`src/hdl/ctbc_pkg.sv`:
```
// What this block does
// - rising temperature steps class up, lowers limit
// - step down only below lower class threshold
// - classes zero to three use fixed codes
// - classes four to six, six suspends charging
// - derating starts above ninety degrees
// - charging suspended above one hundred fifteen
// - derating can be switched off
// - sagging rail in current limit lowers current
// - recovered rail or no limit ramps current up
// - safety timer starts on enable, programmable
// - reduced fast charge stretches timer inversely
// - stretch capped fifteenfold, fixed timer option
// - expiry raises interrupt, disables charging
// - backup current selectable in listed steps
// - backup termination 1.1 to 3.1 volts
// - backup stops at target, current below fifty
// - backup resumes 0.2 volts below target
// - backup charger off in no-power state
// - switch picks higher of rail and cell
// - cell disconnected from core rail at no-power
// - low target or disable blocks auto switch
// - switch hysteresis cell minus 0.2 volts
// - six-bit limit code, zero suspends
// - one bit enables thermal control
package ctbc_pkg;
    // register byte offsets
    localparam logic [7:0] ADDR_CTRL   = 8'h00;
    localparam logic [7:0] ADDR_TIMER  = 8'h04;
    localparam logic [7:0] ADDR_BACKUP = 8'h08;
    localparam logic [7:0] ADDR_STATUS = 8'h0c;
    localparam logic [7:0] ADDR_REMAIN = 8'h10;
    localparam logic [7:0] ADDR_IRQ    = 8'h14;
    localparam logic [1:0] RESP_OKAY   = 2'h0;
    localparam logic [1:0] RESP_SLVERR = 2'h2;

    // control register layout, lsb last
    typedef struct packed {
        logic [5:0] cc_charge_current_code;
        logic       fast_mode;
        logic       auto_switch_enable;
        logic       fixed_timer;
        logic       charge_enable;
        logic       thermal_control_enable;
    } ctbc_ctrl_t;
    localparam logic [10:0] CTRL_RESET = 11'h7f9;

    // backup charger settings
    typedef struct packed {
        logic [4:0] target_sel;
        logic [3:0] current_sel;
    } ctbc_backup_t;
    localparam logic [8:0]  BACKUP_RESET = 9'h130;
    localparam logic [15:0] TIMER_RESET  = 16'h3840;

    // read-only status word
    typedef struct packed {
        logic       expired;
        logic       backup_on;
        logic       core_from_backup;
        logic [5:0] applied_code;
        logic [2:0] thermal_class;
    } ctbc_status_t;

    // thermal thresholds in degrees
    localparam logic [7:0] THERMAL_DERATE_THRESHOLD  = 8'h5a;
    localparam logic [7:0] THERMAL_SUSPEND_THRESHOLD = 8'h78;
    localparam logic [7:0] THERMAL_STEP              = 8'h05;
    // class limit codes, class 0 rightmost
    localparam logic [6:0][5:0] CLASS_CODE = {6'h00, 6'h0f,
        6'h19, 6'h23, 6'h2d, 6'h37, 6'h3f};

    // rail levels in millivolts, backup stop current in microamps
    localparam logic [11:0] DYNAMIC_CHARGE_CURRENT_CONTROL_LOW_MV     = 12'he10;
    localparam logic [11:0] DYNAMIC_CHARGE_CURRENT_CONTROL_HIGH_MV    = 12'hea6;
    localparam logic [11:0] BACKUP_HYST_MV  = 12'h0c8;
    localparam logic [11:0] BACKUP_BASE_MV  = 12'h44c;
    localparam logic [11:0] BACKUP_STEP_MV  = 12'h064;
    localparam logic [4:0]  BACKUP_SEL_MAX  = 5'h14;
    localparam logic [12:0] BACKUP_STOP_UA  = 13'h0032;
    localparam logic [11:0] CORE_SUPPLY_MV  = 12'h4b0;

    // timing
    localparam int CLOCK_HZ          = 25_000_000;
    localparam int TIMER_TICK_MS     = 1000;
    localparam int TIMER_TICK_CYCLES = CLOCK_HZ / 1000 * TIMER_TICK_MS;
    localparam int DYNAMIC_CHARGE_CURRENT_CONTROL_STEP_US      = 10;
    localparam int DYNAMIC_CHARGE_CURRENT_CONTROL_STEP_CYCLES  = CLOCK_HZ / 1_000_000 * DYNAMIC_CHARGE_CURRENT_CONTROL_STEP_US;
endpackage

```
`src/hdl/ctbc_ctrl.sv`:
```
// Implementation choices: the AXI4-Lite interface to the registers and the register offsets.
`timescale 1ns/1ps
`default_nettype none
module ctbc_ctrl #(
    parameter int TICK_CYCLES = ctbc_pkg::TIMER_TICK_CYCLES
) (
    // clock and reset
    input  wire logic        clock,
    input  wire logic        rstn,
    // axi4-lite write channels
    input  wire logic [7:0]  awaddr,
    input  wire logic        awvalid,
    output logic             awready,
    input  wire logic [31:0] wdata,
    input  wire logic [3:0]  wstrb,
    input  wire logic        wvalid,
    output logic             wready,
    output logic [1:0]       bresp,
    output logic             bvalid,
    input  wire logic        bready,
    // axi4-lite read channels
    input  wire logic [7:0]  araddr,
    input  wire logic        arvalid,
    output logic             arready,
    output logic [31:0]      rdata,
    output logic [1:0]       rresp,
    output logic             rvalid,
    input  wire logic        rready,
    // adc and rail monitors, same clock
    input  wire logic [7:0]  die_temp,
    input  wire logic        die_temp_valid,
    input  wire logic [11:0] sys_rail_mv,
    input  wire logic [11:0] backup_cell_mv,
    input  wire logic [12:0] backup_current_ua,
    // asynchronous pins
    input  wire logic        buck_in_limit,
    input  wire logic        power_on_reset_n,
    // charger controls
    output logic [5:0]       applied_current_code,
    output logic             charge_enable,
    output logic             timer_irq,
    output logic [2:0]       thermal_class,
    // backup charger and battery switch
    output logic             backup_charge_on,
    output logic [3:0]       backup_current_sel,
    output logic [4:0]       backup_target_sel,
    output logic             core_from_backup
);
    ctbc_pkg::ctbc_ctrl_t   ctrl;
    ctbc_pkg::ctbc_backup_t backup;
    ctbc_pkg::ctbc_status_t status;
    logic [15:0] timer_period;
    logic [15:0] remaining;
    logic [5:0]  acc;
    logic        en_q;
    logic        expired;
    logic        expire_set;
    logic [5:0]  dynamic_charge_current_control;
    logic [5:0]  ceiling;
    logic [5:0]  class_code;
    logic [2:0]  temp_class;
    logic [7:0]  fall_thr;
    logic [1:0]  pin_meta;
    logic [1:0]  pin_sync;
    logic        lim_s;
    logic        por_s;
    logic        por_q;
    logic [31:0] tick_cnt;
    logic        tick;
    logic [7:0]  step_cnt;
    logic        dynamic_charge_current_control_tick;
    logic        aw_got;
    logic        w_got;
    logic        wr_fire;
    logic [7:0]  awaddr_q;
    logic [31:0] wdata_q;
    logic [3:0]  wstrb_q;
    logic [31:0] m_ctrl;
    logic [31:0] m_timer;
    logic [31:0] m_backup;
    logic [31:0] rd_word;
    logic        reduced;
    logic        step_due;
    logic [5:0]  rate;
    logic [6:0]  acc_sum;
    logic [5:0]  next_acc;
    logic        sag;
    logic        recover;
    logic [11:0] target_mv;
    logic        switch_allowed;

    // word match ignoring the byte lane bits
    function automatic logic hit(input logic [7:0] a,
                                 input logic [7:0] off);
        hit = (a[7:2] == off[7:2]);
    endfunction

    function automatic logic mapped(input logic [7:0] a);
        mapped = hit(a, ctbc_pkg::ADDR_CTRL) ||
                 hit(a, ctbc_pkg::ADDR_TIMER) ||
                 hit(a, ctbc_pkg::ADDR_BACKUP) ||
                 hit(a, ctbc_pkg::ADDR_STATUS) ||
                 hit(a, ctbc_pkg::ADDR_REMAIN) ||
                 hit(a, ctbc_pkg::ADDR_IRQ);
    endfunction

    // byte-lane merge of a write into the old word
    function automatic logic [31:0] merge(input logic [31:0] old,
                                          input logic [31:0] nw,
                                          input logic [3:0]  strb);
        merge = old;
        for (int b = 0; b < 4; b++)
        begin
            if (strb[b])
                merge[b*8 +: 8] = nw[b*8 +: 8];
        end
    endfunction

    // entry threshold of a class; class 0 reuses the first one
    function automatic logic [7:0] class_thr(input logic [2:0] k);
        if (k == 3'h0)
            class_thr = ctbc_pkg::THERMAL_DERATE_THRESHOLD;
        else
            class_thr = ctbc_pkg::THERMAL_DERATE_THRESHOLD
                + ctbc_pkg::THERMAL_STEP * {5'h00, k - 3'h1};
    endfunction

    // class that a temperature sample asks for
    function automatic logic [2:0] class_of(input logic [7:0] t);
        class_of = 3'h0;
        for (int k = 1; k < 7; k++)
        begin
            if (t > class_thr(3'(k)))
                class_of = 3'(k);
        end
        if (t >= ctbc_pkg::THERMAL_SUSPEND_THRESHOLD)
            class_of = 3'h6;
    endfunction

    // pins cross in through two flops before use
    always_ff @(posedge clock)
    begin
        if (!rstn)
        begin
            pin_meta <= 2'h0;
            pin_sync <= 2'h0;
        end
        else
        begin
            pin_meta <= {buck_in_limit, power_on_reset_n};
            pin_sync <= pin_meta;
        end
    end
    assign lim_s = pin_sync[1];
    assign por_s = pin_sync[0];

    // second tick for the timer, short tick for current ramps
    always_ff @(posedge clock)
    begin
        if (!rstn)
        begin
            tick_cnt  <= 32'h0000_0000;
            tick      <= 1'b0;
            step_cnt  <= 8'h00;
            dynamic_charge_current_control_tick <= 1'b0;
        end
        else
        begin
            tick      <= (tick_cnt == 32'(TICK_CYCLES - 1));
            tick_cnt  <= tick ? 32'h0000_0000 : tick_cnt + 32'h0000_0001;
            dynamic_charge_current_control_tick <= (step_cnt == 8'(ctbc_pkg::DYNAMIC_CHARGE_CURRENT_CONTROL_STEP_CYCLES - 1));
            step_cnt  <= dynamic_charge_current_control_tick ? 8'h00 : step_cnt + 8'h01;
        end
    end

    // axi write: address and data taken in either order
    assign wr_fire = aw_got && w_got && !bvalid;
    always_ff @(posedge clock)
    begin
        if (!rstn)
        begin
            awready  <= 1'b1;
            wready   <= 1'b1;
            aw_got   <= 1'b0;
            w_got    <= 1'b0;
            bvalid   <= 1'b0;
            bresp    <= ctbc_pkg::RESP_OKAY;
            awaddr_q <= 8'h00;
            wdata_q  <= 32'h0000_0000;
            wstrb_q  <= 4'h0;
        end
        else
        begin
            if (awvalid && awready)
            begin
                awready  <= 1'b0;
                aw_got   <= 1'b1;
                awaddr_q <= awaddr;
            end
            if (wvalid && wready)
            begin
                wready  <= 1'b0;
                w_got   <= 1'b1;
                wdata_q <= wdata;
                wstrb_q <= wstrb;
            end
            if (wr_fire)
            begin
                aw_got <= 1'b0;
                w_got  <= 1'b0;
                bvalid <= 1'b1;
                bresp  <= mapped(awaddr_q) ? ctbc_pkg::RESP_OKAY
                                           : ctbc_pkg::RESP_SLVERR;
            end
            // channels reopen only after the response is taken
            if (bvalid && bready)
            begin
                bvalid  <= 1'b0;
                awready <= 1'b1;
                wready  <= 1'b1;
            end
        end
    end

    // merged words for the writable registers
    always_comb
    begin
        m_ctrl   = merge({21'h00_0000, ctrl}, wdata_q, wstrb_q);
        m_timer  = merge({16'h0000, timer_period}, wdata_q, wstrb_q);
        m_backup = merge({23'h00_0000, backup}, wdata_q, wstrb_q);
    end

    // writable registers; out-of-range target codes clamp
    always_ff @(posedge clock)
    begin
        if (!rstn)
        begin
            ctrl         <= ctbc_pkg::CTRL_RESET;
            backup       <= ctbc_pkg::BACKUP_RESET;
            timer_period <= ctbc_pkg::TIMER_RESET;
        end
        else if (wr_fire)
        begin
            if (hit(awaddr_q, ctbc_pkg::ADDR_CTRL))
                ctrl <= m_ctrl[10:0];
            if (hit(awaddr_q, ctbc_pkg::ADDR_TIMER))
                timer_period <= m_timer[15:0];
            if (hit(awaddr_q, ctbc_pkg::ADDR_BACKUP))
            begin
                backup.current_sel <= m_backup[3:0];
                backup.target_sel  <=
                    (m_backup[8:4] > ctbc_pkg::BACKUP_SEL_MAX) ?
                    ctbc_pkg::BACKUP_SEL_MAX : m_backup[8:4];
            end
        end
    end

    // sticky expiry flag; a new expiry beats a clear
    always_ff @(posedge clock)
    begin
        if (!rstn)
            timer_irq <= 1'b0;
        else if (expire_set)
            timer_irq <= 1'b1;
        else if (wr_fire && hit(awaddr_q, ctbc_pkg::ADDR_IRQ) &&
                 wstrb_q[0] && wdata_q[0])
            timer_irq <= 1'b0;
    end

    // read mux
    always_comb
    begin
        status  = {expired, backup_charge_on, core_from_backup,
                   applied_current_code, thermal_class};
        rd_word = 32'h0000_0000;
        if (hit(araddr, ctbc_pkg::ADDR_CTRL))
            rd_word = {21'h00_0000, ctrl};
        else if (hit(araddr, ctbc_pkg::ADDR_TIMER))
            rd_word = {16'h0000, timer_period};
        else if (hit(araddr, ctbc_pkg::ADDR_BACKUP))
            rd_word = {23'h00_0000, backup};
        else if (hit(araddr, ctbc_pkg::ADDR_STATUS))
            rd_word = {20'h0_0000, status};
        else if (hit(araddr, ctbc_pkg::ADDR_REMAIN))
            rd_word = {16'h0000, remaining};
        else if (hit(araddr, ctbc_pkg::ADDR_IRQ))
            rd_word = {31'h0000_0000, timer_irq};
    end

    // axi read: data one cycle after the address is taken
    always_ff @(posedge clock)
    begin
        if (!rstn)
        begin
            arready <= 1'b1;
            rvalid  <= 1'b0;
            rdata   <= 32'h0000_0000;
            rresp   <= ctbc_pkg::RESP_OKAY;
        end
        else if (arvalid && arready)
        begin
            arready <= 1'b0;
            rvalid  <= 1'b1;
            rdata   <= rd_word;
            rresp   <= mapped(araddr) ? ctbc_pkg::RESP_OKAY
                                      : ctbc_pkg::RESP_SLVERR;
        end
        else if (rvalid && rready)
        begin
            rvalid  <= 1'b0;
            arready <= 1'b1;
        end
    end

    // thermal class, one step down per sample for hysteresis
    assign temp_class = class_of(die_temp);
    assign fall_thr   = class_thr(thermal_class - 3'h1);
    always_ff @(posedge clock)
    begin
        if (!rstn)
            thermal_class <= 3'h0;
        else if (!ctrl.thermal_control_enable)
            thermal_class <= 3'h0;
        else if (die_temp_valid)
        begin
            if (temp_class > thermal_class)
                thermal_class <= temp_class;
            else if (thermal_class != 3'h0 && die_temp < fall_thr)
                thermal_class <= thermal_class - 3'h1;
        end
    end

    // ceiling is the lower of class and host limits
    always_comb
    begin
        class_code = ctbc_pkg::CLASS_CODE[thermal_class];
        ceiling    = ctrl.cc_charge_current_code;
        if (ctrl.thermal_control_enable &&
            class_code < ctrl.cc_charge_current_code)
            ceiling = class_code;
    end

    // dynamic reduction ramps one code per step tick
    assign sag     = (sys_rail_mv <= ctbc_pkg::DYNAMIC_CHARGE_CURRENT_CONTROL_LOW_MV) && lim_s;
    assign recover = (sys_rail_mv > ctbc_pkg::DYNAMIC_CHARGE_CURRENT_CONTROL_HIGH_MV) || !lim_s;
    always_ff @(posedge clock)
    begin
        if (!rstn)
            dynamic_charge_current_control <= 6'h3f;
        else if (dynamic_charge_current_control > ceiling)
            dynamic_charge_current_control <= ceiling;
        else if (dynamic_charge_current_control_tick && sag && dynamic_charge_current_control != 6'h00)
            dynamic_charge_current_control <= dynamic_charge_current_control - 6'h01;
        else if (dynamic_charge_current_control_tick && recover && dynamic_charge_current_control < ceiling)
            dynamic_charge_current_control <= dynamic_charge_current_control + 6'h01;
    end

    // registered code to the analog loop; zero suspends
    always_ff @(posedge clock)
    begin
        if (!rstn)
            applied_current_code <= 6'h00;
        else
            applied_current_code <= dynamic_charge_current_control;
    end

    // timer stretch: count down at reduced/host, never below 1/15
    always_comb
    begin
        reduced  = ctrl.fast_mode && !ctrl.fixed_timer &&
                   ({dynamic_charge_current_control, 1'b0} < {1'b0, ctrl.cc_charge_current_code});
        rate     = (ctrl.cc_charge_current_code[5:3] == 3'h0) ? 6'h01
                   : {3'h0, ctrl.cc_charge_current_code[5:3]};
        if (dynamic_charge_current_control > rate)
            rate = dynamic_charge_current_control;
        acc_sum  = {1'b0, acc} + {1'b0, rate};
        step_due = !reduced ||
                   (acc_sum >= {1'b0, ctrl.cc_charge_current_code});
        next_acc = 6'h00;
        if (reduced && step_due)
            next_acc = 6'(acc_sum - {1'b0, ctrl.cc_charge_current_code});
        else if (reduced)
            next_acc = acc_sum[5:0];
    end

    // safety timer, loaded on the enable edge
    assign expire_set = ctrl.charge_enable && en_q && !expired &&
                        (remaining == 16'h0000);
    always_ff @(posedge clock)
    begin
        if (!rstn)
        begin
            en_q      <= 1'b0;
            expired   <= 1'b0;
            remaining <= 16'h0000;
            acc       <= 6'h00;
        end
        else
        begin
            en_q <= ctrl.charge_enable;
            if (!ctrl.charge_enable)
                expired <= 1'b0;
            else if (!en_q)
            begin
                remaining <= timer_period;
                acc       <= 6'h00;
            end
            else if (expire_set)
                expired <= 1'b1;
            else if (!expired && tick)
            begin
                acc <= next_acc;
                if (step_due)
                    remaining <= remaining - 16'h0001;
            end
        end
    end

    // charging stops in the cycle the timer expires
    always_ff @(posedge clock)
    begin
        if (!rstn)
            charge_enable <= 1'b0;
        else
            charge_enable <= ctrl.charge_enable && !expired &&
                             !expire_set;
    end

    // backup charger; starts charging when power returns
    assign target_mv = ctbc_pkg::BACKUP_BASE_MV + ctbc_pkg::BACKUP_STEP_MV
                       * {7'h00, backup.target_sel};
    always_ff @(posedge clock)
    begin
        if (!rstn)
        begin
            por_q            <= 1'b0;
            backup_charge_on <= 1'b0;
        end
        else
        begin
            por_q <= por_s;
            if (!por_s)
                backup_charge_on <= 1'b0;
            else if (!por_q)
                backup_charge_on <= 1'b1;
            else if (backup_charge_on && backup_cell_mv >= target_mv &&
                     backup_current_ua < ctbc_pkg::BACKUP_STOP_UA)
                backup_charge_on <= 1'b0;
            else if (!backup_charge_on && backup_cell_mv <
                     target_mv - ctbc_pkg::BACKUP_HYST_MV)
                backup_charge_on <= 1'b1;
        end
    end
    assign backup_current_sel = backup.current_sel;
    assign backup_target_sel  = backup.target_sel;

    // battery switch; a low target would back-feed the core rail
    assign switch_allowed = por_s && ctrl.auto_switch_enable &&
        (target_mv >= ctbc_pkg::CORE_SUPPLY_MV);
    always_ff @(posedge clock)
    begin
        if (!rstn)
            core_from_backup <= 1'b0;
        else if (!switch_allowed)
            core_from_backup <= 1'b0;
        else if (!core_from_backup && ({1'b0, sys_rail_mv} +
                 {1'b0, ctbc_pkg::BACKUP_HYST_MV} < {1'b0, backup_cell_mv}))
            core_from_backup <= 1'b1;
        else if (core_from_backup && sys_rail_mv > backup_cell_mv)
            core_from_backup <= 1'b0;
    end
endmodule
`default_nettype wire

```
`config.mk`:
```
export PLATFORM = sky130hd
export DESIGN_NAME = ctbc_ctrl
export DESIGN_NICKNAME = d
export VERILOG_FILES = /design/src/hdl/ctbc_pkg.sv /design/src/hdl/ctbc_ctrl.sv
export SDC_FILE = /design/constraint.sdc
export NUM_CORES = 1
export LEC_CHECK = 0
export BUFFER_PORTS_ARGS = -buffer_cell sky130_fd_sc_hd__buf_2
export CAP_MARGIN = 20
export CORE_MARGIN = 5
export CORE_UTILIZATION = 45
export CTS_BUF_LIST = sky130_fd_sc_hd__clkbuf_16
export CTS_CLUSTER_DIAMETER = 200
export DETAILED_ROUTE_END_ITERATION = 12
export GPL_TIMING_DRIVEN = 0
export PLACE_DENSITY = 0.75
export SYNTH_ARGS = -nofsm -noshare
export SYNTH_HDL_FRONTEND = slang
export SYNTH_SLANG_ARGS = --single-unit
```
`constraint.sdc`:
```
create_clock -name clock -period 9.85 [get_ports clock]
set_input_delay 0.4925 -clock clock [delete_from_list [all_inputs] [get_ports clock]]
set_output_delay 0.4925 -clock clock [all_outputs]
set_load 0.005 [all_outputs]
```
# After elaboration in Yosys (flattened, before gate mapping)

Memory sizes are Yosys's and may differ from the RTL's. A register that Yosys moved wholly into a read port is not among the register bits.
Cells that the tools add are included.

Add/subtract/negate cells: 13
$mul: 2
Magnitude comparators: 25
Equal/unequal tests: 16
Multiplexer cells: 50
Bitwise gates (word level): 1
Reduce and logical (&&, ||, !) cells: 83

Operators with widths:

| operator                                                            | number |
|---|---|
| 2-to-1 mux 16 bit                                                   | 9 |
| 2-to-1 mux 6 bit                                                    | 11 |
| > comparator 8 x 7 -> 1 bit, second input constant                  | 6 |
| logical AND 1 bit                                                   | 33 |
| 2-to-1 mux 3 bit                                                    | 11 |
| adder 32 x 1 -> 32 bit, second input constant                       | 1 |
| == test 32 x 25 -> 1 bit, second input constant                     | 1 |
| == test 6 x 2 -> 1 bit, second input constant                       | 4 |
| == test 6 x 3 -> 1 bit, second input constant                       | 4 |
| AND reduction 3 bit                                                 | 6 |
| zero test 16 bit                                                    | 1 |
| 2-to-1 mux 8 bit                                                    | 2 |
| subtractor 16 x 1 -> 16 bit, second input constant                  | 1 |
| 2-to-1 mux 1 bit                                                    | 14 |
| AND reduction 2 bit                                                 | 7 |
| adder 12 x 8 -> 13 bit, second input constant                       | 1 |
| less-than comparator 13 x 12 -> 1 bit                               | 1 |
| less-than comparator 13 x 6 -> 1 bit, second input constant         | 1 |
| adder 11 x 12 -> 12 bit, first input constant                       | 1 |
| == test 6 x 1 -> 1 bit, second input constant                       | 2 |
| greater-or-equal comparator 12 x 11 -> 1 bit, second input constant | 1 |
| greater-or-equal comparator 12 bit                                  | 1 |
| > comparator 12 bit                                                 | 1 |
| > comparator 12 bit, second input constant                          | 1 |
| 38 further kinds                                                    | 69 |

Register bits after elaboration: 195
ROM bits: 48
Input bits: 107
Memories: 1

Memories:

| memory          | depth | width | rd ports | clocked after Yosys merged registers in | wr ports | line             | source |
|---|---|---|---|---|---|---|---|
| (no name shown) | 8     | 6     | 1        | 1                                       | 0        | ctbc_ctrl.sv:336 | `class_code = ctbc_pkg::CLASS_CODE[thermal_class];` |

# Depth between registers and ports, before layout

Gate-level depths: netlist of run 1.

Depth after elaboration: 13
Mapped depth: 26
Gate-level depth less buffers: 24

# Worst setup path before layout of run 1

OpenSTA, ideal clock, no wires.

Path kind: reg2reg
Start point: reg thermal_class[0]
End point: reg, netlist name class_code[1]
Setup time: 0.122 ns
Arrival: 4.335 ns
Slack: 5.393 ns
Stages on the path, launching flop included: 21
Path buffers: 2
Period minus slack after synthesis: 4.457 ns
Cell sequence: dfxtp_1 -> buf_2 -> inv_1 -> ha_1 -> xnor2_1 -> xnor2_1 -> inv_1 -> ha_1 -> ha_1 -> a21o_1 -> ha_1 -> nand2_1 -> ha_1 -> nand2_1 -> a211o_1 -> a31oi_1 -> nor4_1 -> or3_1 -> clkbuf_1 -> and2_0 -> o32a_1

RTL lines:

| what                     | line             | source |
|---|---|---|
| start: declaration       | ctbc_ctrl.sv:42  | `output logic [2:0] thermal_class,` |
| start signal: assignment | ctbc_ctrl.sv:327 | `thermal_class <= temp_class;` |
| start signal: assignment | ctbc_ctrl.sv:329 | `thermal_class <= thermal_class - 3'h1;` |

==> flow_metrics.env, run 1 <==
export IMPL_outcome="finished clean"
export IMPL_timing_max_cap_violations=0
export IMPL_drive_above_1_share=0.136
export IMPL_worstSetupStartpointType="register"
export IMPL_p_clk_frac=0.301
export IMPL_die_area_sq_mm=0.0289
export IMPL_hold_violations=0
export IMPL_clkLatencyLatePin_ns=0.44
export IMPL_htreeDepth=4
export IMPL_viasPerCell=5.65
export IMPL_antenna_left=0
export IMPL_swShare=0.383
export IMPL_gp_congestion=0.914
export IMPL_placed_area_sq_mm=0.0126
export IMPL_reg2regPathDepth=20
export IMPL_ys_async_sr_fraction=0
export IMPL_post_cts_buffers=0
export IMPL_grt_max_degree=24
export IMPL_clockRootBuffer="clkbuf_16"
export IMPL_period_minus_slack_ns=5.10
export IMPL_intPower_mw=1.50
export IMPL_grt_pass1_wl_microns=51400
export IMPL_slew_limit_headroom=0.311
export IMPL_synthDistinctLibCells=88
export IMPL_power_share_combinational=0.360
export IMPL_clock_skew_ns=0.0192
export IMPL_detail_route_wl_per_cell_microns=16.7
export IMPL_track_usage=0.217
export IMPL_ys_ff_latch=181
export IMPL_first_pass_iters=6
export IMPL_worstPathRequired_ns=10.23
export IMPL_p_total_mw=2.44
export IMPL_worst_setup_path_end_kind="register"
export IMPL_switchingPower_mw=0.933
export IMPL_cts_tree="built"
export IMPL_cts_clk_slew_worst_paths_ns=0.09
export IMPL_syn_inst=1398
export IMPL_rows=58
export IMPL_portBuffers=125
export IMPL_synthToLayoutAreaGrowth_pct=15.3
export IMPL_worst_pin_slew_ns=1.02
export IMPL_design_core_area_sq_mm=0.0252
export IMPL_worstSetupPathType="register to register"
export IMPL_die_height_microns=170
export IMPL_overflow=0
export IMPL_wirelength_microns=31900
export IMPL_hold_buffers=0
export IMPL_io_pins=170
export IMPL_cts_sinks=181
export IMPL_fmax_ghz=0.196
export IMPL_finalSetupViolations=0
export IMPL_p_leak_nw=5.85
export IMPL_vias=10800
export IMPL_post_cts_resized=0
export IMPL_ys_warn_count=0
export IMPL_synth_edff_count=0
export IMPL_hpwlAfterDp_microns=24400
export IMPL_ys_seq_area_frac=0.315
export IMPL_r2r_setup_slack_ns=4.75
export IMPL_cts_buffers=17
export IMPL_layout_nets=1791
export IMPL_post_route_period_util=0.518
export IMPL_antenna_found_initial=1
export IMPL_drtIter0Drc=1013
export IMPL_ir_drop_mv=0.127
export IMPL_die_w_microns=170
export IMPL_syn_area_sq_mm=0.0115
export IMPL_cts_buffer_depth=2
export IMPL_power_frac_seq=0.339
export IMPL_drc=0
export IMPL_hold_depth=2
export IMPL_hp_class="input port to register"
export IMPL_synth_flop_cell="dfxtp_1"
export IMPL_crit_arrival_ns=5.47
export IMPL_initial_core_util=0.457
export IMPL_rsz0062_at_grt="false"
export IMPL_grt_pass1_vias=10400
export IMPL_synth_avg_cell_area_sq_um=8.23
export IMPL_maxSlewViolCount=0
export IMPL_power_density_mw_per_mm2=184
export IMPL_stdcell_area_sq_mm=0.0133
export IMPL_crit_fanout=7
export IMPL_tns_ns=0
-- power by group through the flow --
stage | logic, mW | clock network, mW | registers (mW)
global route | 0.998 | 0.772 | 0.831
global placement | 0.826 | 0 | 0.841
CTS | 0.870 | 0.738 | 0.825
detailed placement | 0.862 | 0 | 0.841
floorplan | 0.654 | 0 | 0.822
finish | 0.877 | 0.732 | 0.827
-- final timing paths --
path,start,to
max,thermal_class[0]$_SDFFE_PN0N_,class_code[1]$_DFF_P_
min,wvalid,wready$_SDFFE_PP1P_
max reg2reg,thermal_class[0]$_SDFFE_PN0N_,class_code[1]$_DFF_P_
min reg2reg,pin_meta[1]$_SDFF_PN0_,pin_sync[1]$_SDFF_PN0_
-- critical path: stages (launching register included) --
cell	delay, ns
dfxtp_1	0.49
buf_2	0.26
inv_1	0.13
ha_1	0.26
xnor2_1	0.33
xnor2_1	0.22
inv_1	0.10
ha_1	0.30
ha_1	0.29
a21o_1	0.18
ha_1	0.27
nand2_1	0.05
ha_1	0.28
nand2_1	0.05
a211o_1	0.27
a31oi_1	0.42
nor4_1	0.14
nor4_1	0.60
nor2_1	0.15
inv_1	0.10
o32a_1	0.15
-- layer usage --
metal | part of all wire | vias up | routed length [microns] | global-route usage
met2 | 0.47 | 381 | 15100 | 0.372
met3 | 0.067 | 47 | 2150 | 0.0365
met5 | 0 | - | 0 | 0
li1 | - | 5264 | - | -
met4 | 0.023 | 0 | 731 | 0.0676
met1 | 0.44 | 5074 | 13900 | 0.280
-- sequential cells by signal, summed over array words and instances, names as in the netlist, 4 cells and up --
name	count
rdata	16
acc	6
class_code	6
tick_cnt	32
backup_target_sel	5
step_cnt	8
backup_current_sel	4
remaining	16
awaddr_q	6
applied_current_code	6
wdata_q	16
dynamic_charge_current_control	6
timer_period	16
ctrl	11
-- cells in the mapped netlist, drive strengths merged, types with 10 or more instances --
cell	count	share of area
o22ai	11	0.0071
nor2b	17	0.0092
nor4	15	0.010
buf	32	0.021
o21ai	61	0.027
clkbuf	44	0.014
inv	77	0.025
nand2	179	0.059
nor3	20	0.0087
and2	18	0.0098
a21o	20	0.013
a211oi	14	0.0091
or3	18	0.0098
mux2i	23	0.020
o211ai	13	0.0085
and3	10	0.0059
xnor2	34	0.026
a21oi	117	0.052
xor2	36	0.027
nand3	55	0.024
nand4	15	0.0082
a221oi	13	0.0099
nor2	113	0.037
dfxtp	181	0.32
ha	121	0.13
-- cells by family after synthesis --
group,synth area share
buffers and inverters,0.0602
multiplexers,0.0298
adder cells (fa/ha/maj),0.140
other,0.000326
AND/OR/NAND/NOR,0.215
AO/OA/AOI/OAI,0.186
flip-flops,0.315
XOR/XNOR,0.0533
-- cell type report --
| cell class | instances | area [sq um] |
|---|---|---|
| flip-flops and latches | 181 | 3620 |
| well taps | 330 | 413 |
| clock buffers | 17 | 425 |
| multi-input cells | 1081 | 7250 |
| repair buffers | 125 | 626 |
| fillers | 2415 | 11900 |
| clock inverters | 15 | 223 |
| plain buffers | 76 | 403 |
| inverters | 77 | 289 |
| diodes | 2 | 5.00 |
-- stage by stage --
step	setup slack [ns]	hold slack, ns	utilization	cells
after CTS	4.80	0.233	0.526	1902
final	4.75	0.247	0.526	1904
after global routing	4.30	0.226	0.526	1903
after floorplan	5.39	0.406	-	1415
after detailed placement	4.83	0.419	0.501	1870
after global placement	4.94	0.419	0.501	1870
-- cell usage in the layout (no fill, tap or decap), types with 16 or more instances in the layout --
cell type / Yosys / layout
and2_1: 16 / 16
clkbuf_1: 44 / 44
or3_1: 18 / 18
o21ai_0: 60 / 60
xor2_1: 36 / 36
mux2i_1: 23 / 23
nor2b_1: 17 / 17
nand2_1: 178 / 178
clkbuf_16: 0 / 17
xnor2_1: 34 / 34
a21o_1: 20 / 20
buf_4: 18 / 18
nor3_1: 20 / 20
a21oi_1: 115 / 115
ha_1: 121 / 121
nor2_1: 113 / 113
conb_1: 1 / 18
buf_2: 2 / 127
dfxtp_1: 181 / 181
inv_1: 76 / 76
nand3_1: 54 / 54
(Power assumes the default switching activity.)
==> run 2: changes to the inputs <==
==> constraint.sdc (replaced) <==
create_clock -name clock -period 5.2 [get_ports clock]
set_input_delay 0.26 -clock clock [delete_from_list [all_inputs] [get_ports clock]]
set_output_delay 0.26 -clock clock [all_outputs]
set_load 0.005 [all_outputs]
==> run 2 against run 1 <==
Count of clock-buffer cells in the layout unchanged. Non-clock buffer count up 1. Sequential cell count stayed put. Clock power rose by 89%. Total power grew 91%. Register-to-register slack got worse by 4.4 ns. Global-route usage unchanged. Highest routed layer unchanged.
==> flow_metrics.env, run 2 (synthesized netlist as in run 1, its figures left out) <==
export IMPL_hp_class="input port to register"
export IMPL_postLayoutCoreUtil=0.528
export IMPL_io_pins=170
export IMPL_power_frac_seq=0.337
export IMPL_crit_fanout=7
export IMPL_detail_route_wl_per_cell_microns=16.8
export IMPL_power_share_combinational=0.365
export IMPL_portBuffers=125
export IMPL_clockRootBuffer="clkbuf_16"
export IMPL_vias=10800
export IMPL_final_cell_mix="dfxtp_1, nand2_1, buf_2"
export IMPL_synthToLayoutAreaGrowth_pct=15.6
export IMPL_post_route_period_util=0.941
export IMPL_period_minus_slack_ns=4.89
export IMPL_layout_commonest_cell="dfxtp_1"
export IMPL_finalSetupViolations=0
export IMPL_worstSetupStartpointType="register"
export IMPL_drtIter0Drc=944
export IMPL_worst_pin_slew_ns=1.04
export IMPL_die_height_microns=170
export IMPL_r2r_setup_slack_ns=0.31
export IMPL_fillers=2411
export IMPL_htreeDepth=4
export IMPL_layout_nets=1792
export IMPL_outcome="finished clean"
export IMPL_rows=58
export IMPL_crit_arrival_ns=5.22
export IMPL_gp_congestion=0.914
export IMPL_power_density_mw_per_mm2=350
export IMPL_grt_pass1_vias=10400
export IMPL_first_pass_iters=5
export IMPL_slew_limit_headroom=0.298
export IMPL_switchingPower_mw=1.78
export IMPL_initial_core_util=0.457
export IMPL_drc=0
export IMPL_post_cts_buffers=0
export IMPL_die_w_microns=170
export IMPL_cts_tree="built"
export IMPL_rsz0062_at_grt="false"
export IMPL_track_usage=0.217
export IMPL_hold_violations=0
export IMPL_p_clk_frac=0.298
export IMPL_tns_ns=0
export IMPL_worstPathRequired_ns=5.53
export IMPL_viasPerCell=5.66
export IMPL_swShare=0.384
export IMPL_clock_skew_ns=0.0192
export IMPL_grt_max_degree=24
export IMPL_p_leak_nw=5.87
export IMPL_layout_setup_ws_ns=0.308
export IMPL_overflow=0
export IMPL_clkLatencyLatePin_ns=0.44
export IMPL_cts_buffers=17
export IMPL_p_total_mw=4.65
export IMPL_hpwlAfterDp_microns=24400
export IMPL_timing_max_cap_violations=0
export IMPL_antenna_found_initial=1
export IMPL_largest_reg_flops=32
export IMPL_worst_setup_path_end_kind="register"
export IMPL_die_area_sq_mm=0.0289
export IMPL_ir_drop_mv=0.241
export IMPL_cts_buffer_depth=2
export IMPL_place_ws_ns=0.176
export IMPL_grt_pass1_wl_microns=51400
export IMPL_maxSlewViolCount=0
export IMPL_fmax_ghz=0.204
export IMPL_antenna_left=0
export IMPL_cts_sinks=181
export IMPL_intPower_mw=2.87
export IMPL_drive_above_1_share=0.139
export IMPL_cts_clk_slew_worst_paths_ns=0.08
export IMPL_wirelength_microns=31900
export IMPL_worstSetupPathType="register to register"
export IMPL_top_register="tick_cnt"
export IMPL_timing_hold_ws_ns=0.0387
export IMPL_design_core_area_sq_mm=0.0252
==> run 2: per-stage QoR <==
stage | cell area [sq um] | cells
detailed placement | 12600 | 1870
CTS | 13300 | 1902
global route | 13300 | 1904
finish | 13300 | 1904
global placement | 12600 | 1870
floorplan | 11600 | 1415
==> run 2: cell type report <==
| cell class | count | area (sq um) | share of cell area |
|---|---|---|---|
| Multi-Input combinational cell | 1081 | 7280 | 0.548 |
| Sequential cell | 181 | 3620 | 0.273 |
| Timing Repair Buffer | 126 | 636 | 0.0478 |
| Clock buffer | 17 | 425 | 0.0320 |
| Tap cell | 330 | 413 | 0.0311 |
| Buffer | 76 | 403 | 0.0303 |
| Inverter | 77 | 289 | 0.0217 |
| Clock inverter | 15 | 223 | 0.0167 |
| Antenna cell | 1 | 2.50 | 0.000188 |
==> run 2: path summary, 6_finish.rpt <==
kind,end,depth (start not counted),start
setup reg to reg,class_code[3]$_DFF_P_,19,thermal_class[0]$_SDFFE_PN0N_
setup / recovery,class_code[3]$_DFF_P_,19,thermal_class[0]$_SDFFE_PN0N_
hold reg to reg,pin_sync[1]$_SDFF_PN0_,1,pin_meta[1]$_SDFF_PN0_
hold / removal,pin_meta[0]$_SDFF_PN0_,2,power_on_reset_n
==> run 2: worst max-delay path, cell delays in order (launching register included) <==
cell and delay [ns]:
dfxtp_1 0.48, buf_2 0.26, inv_1 0.14, ha_1 0.27
xnor2_2 0.26, xnor2_2 0.17, inv_1 0.09, ha_1 0.30
ha_1 0.29, a21o_1 0.17, ha_1 0.17, nand2b_1 0.14
nand2_1 0.08, ha_1 0.24, a221oi_1 0.24, o21ai_1 0.21
o31ai_1 0.31, mux2_2 0.41, or3_1 0.37, a21o_1 0.16
==> run 2: timing repair <==
| action | CTS | global route |
|---|---|---|
| resized for setup | 0 | 5 |
| endpoints found under the setup margin | 0 | 14 |
| hold endpoints to repair | 0 | 1 |
| hold buffers | 0 | 1 |
==> run 2: power by group through the flow <==
stage	logic [mW]	clock network, mW	registers, mW
2_1_floorplan	1.24	0	1.56
6_report	1.70	1.38	1.57
5_1_grt	1.92	1.46	1.57
4_1_cts	1.65	1.40	1.56
3_5_place_dp	1.63	0	1.59
3_3_place_gp	1.56	0	1.59
==> run 2: per-layer routing <==
| metal | wire [microns] | GRT usage | share of wire | up-vias |
|---|---|---|---|---|
| li1 | - | - | - | 5263 |
| met1 | 13800 | 0.280 | 0.43 | 5068 |
| met2 | 15100 | 0.372 | 0.47 | 403 |
| met3 | 2240 | 0.0365 | 0.070 | 48 |
| met4 | 690 | 0.0676 | 0.022 | 0 |
| met5 | 0 | 0 | 0 | - |
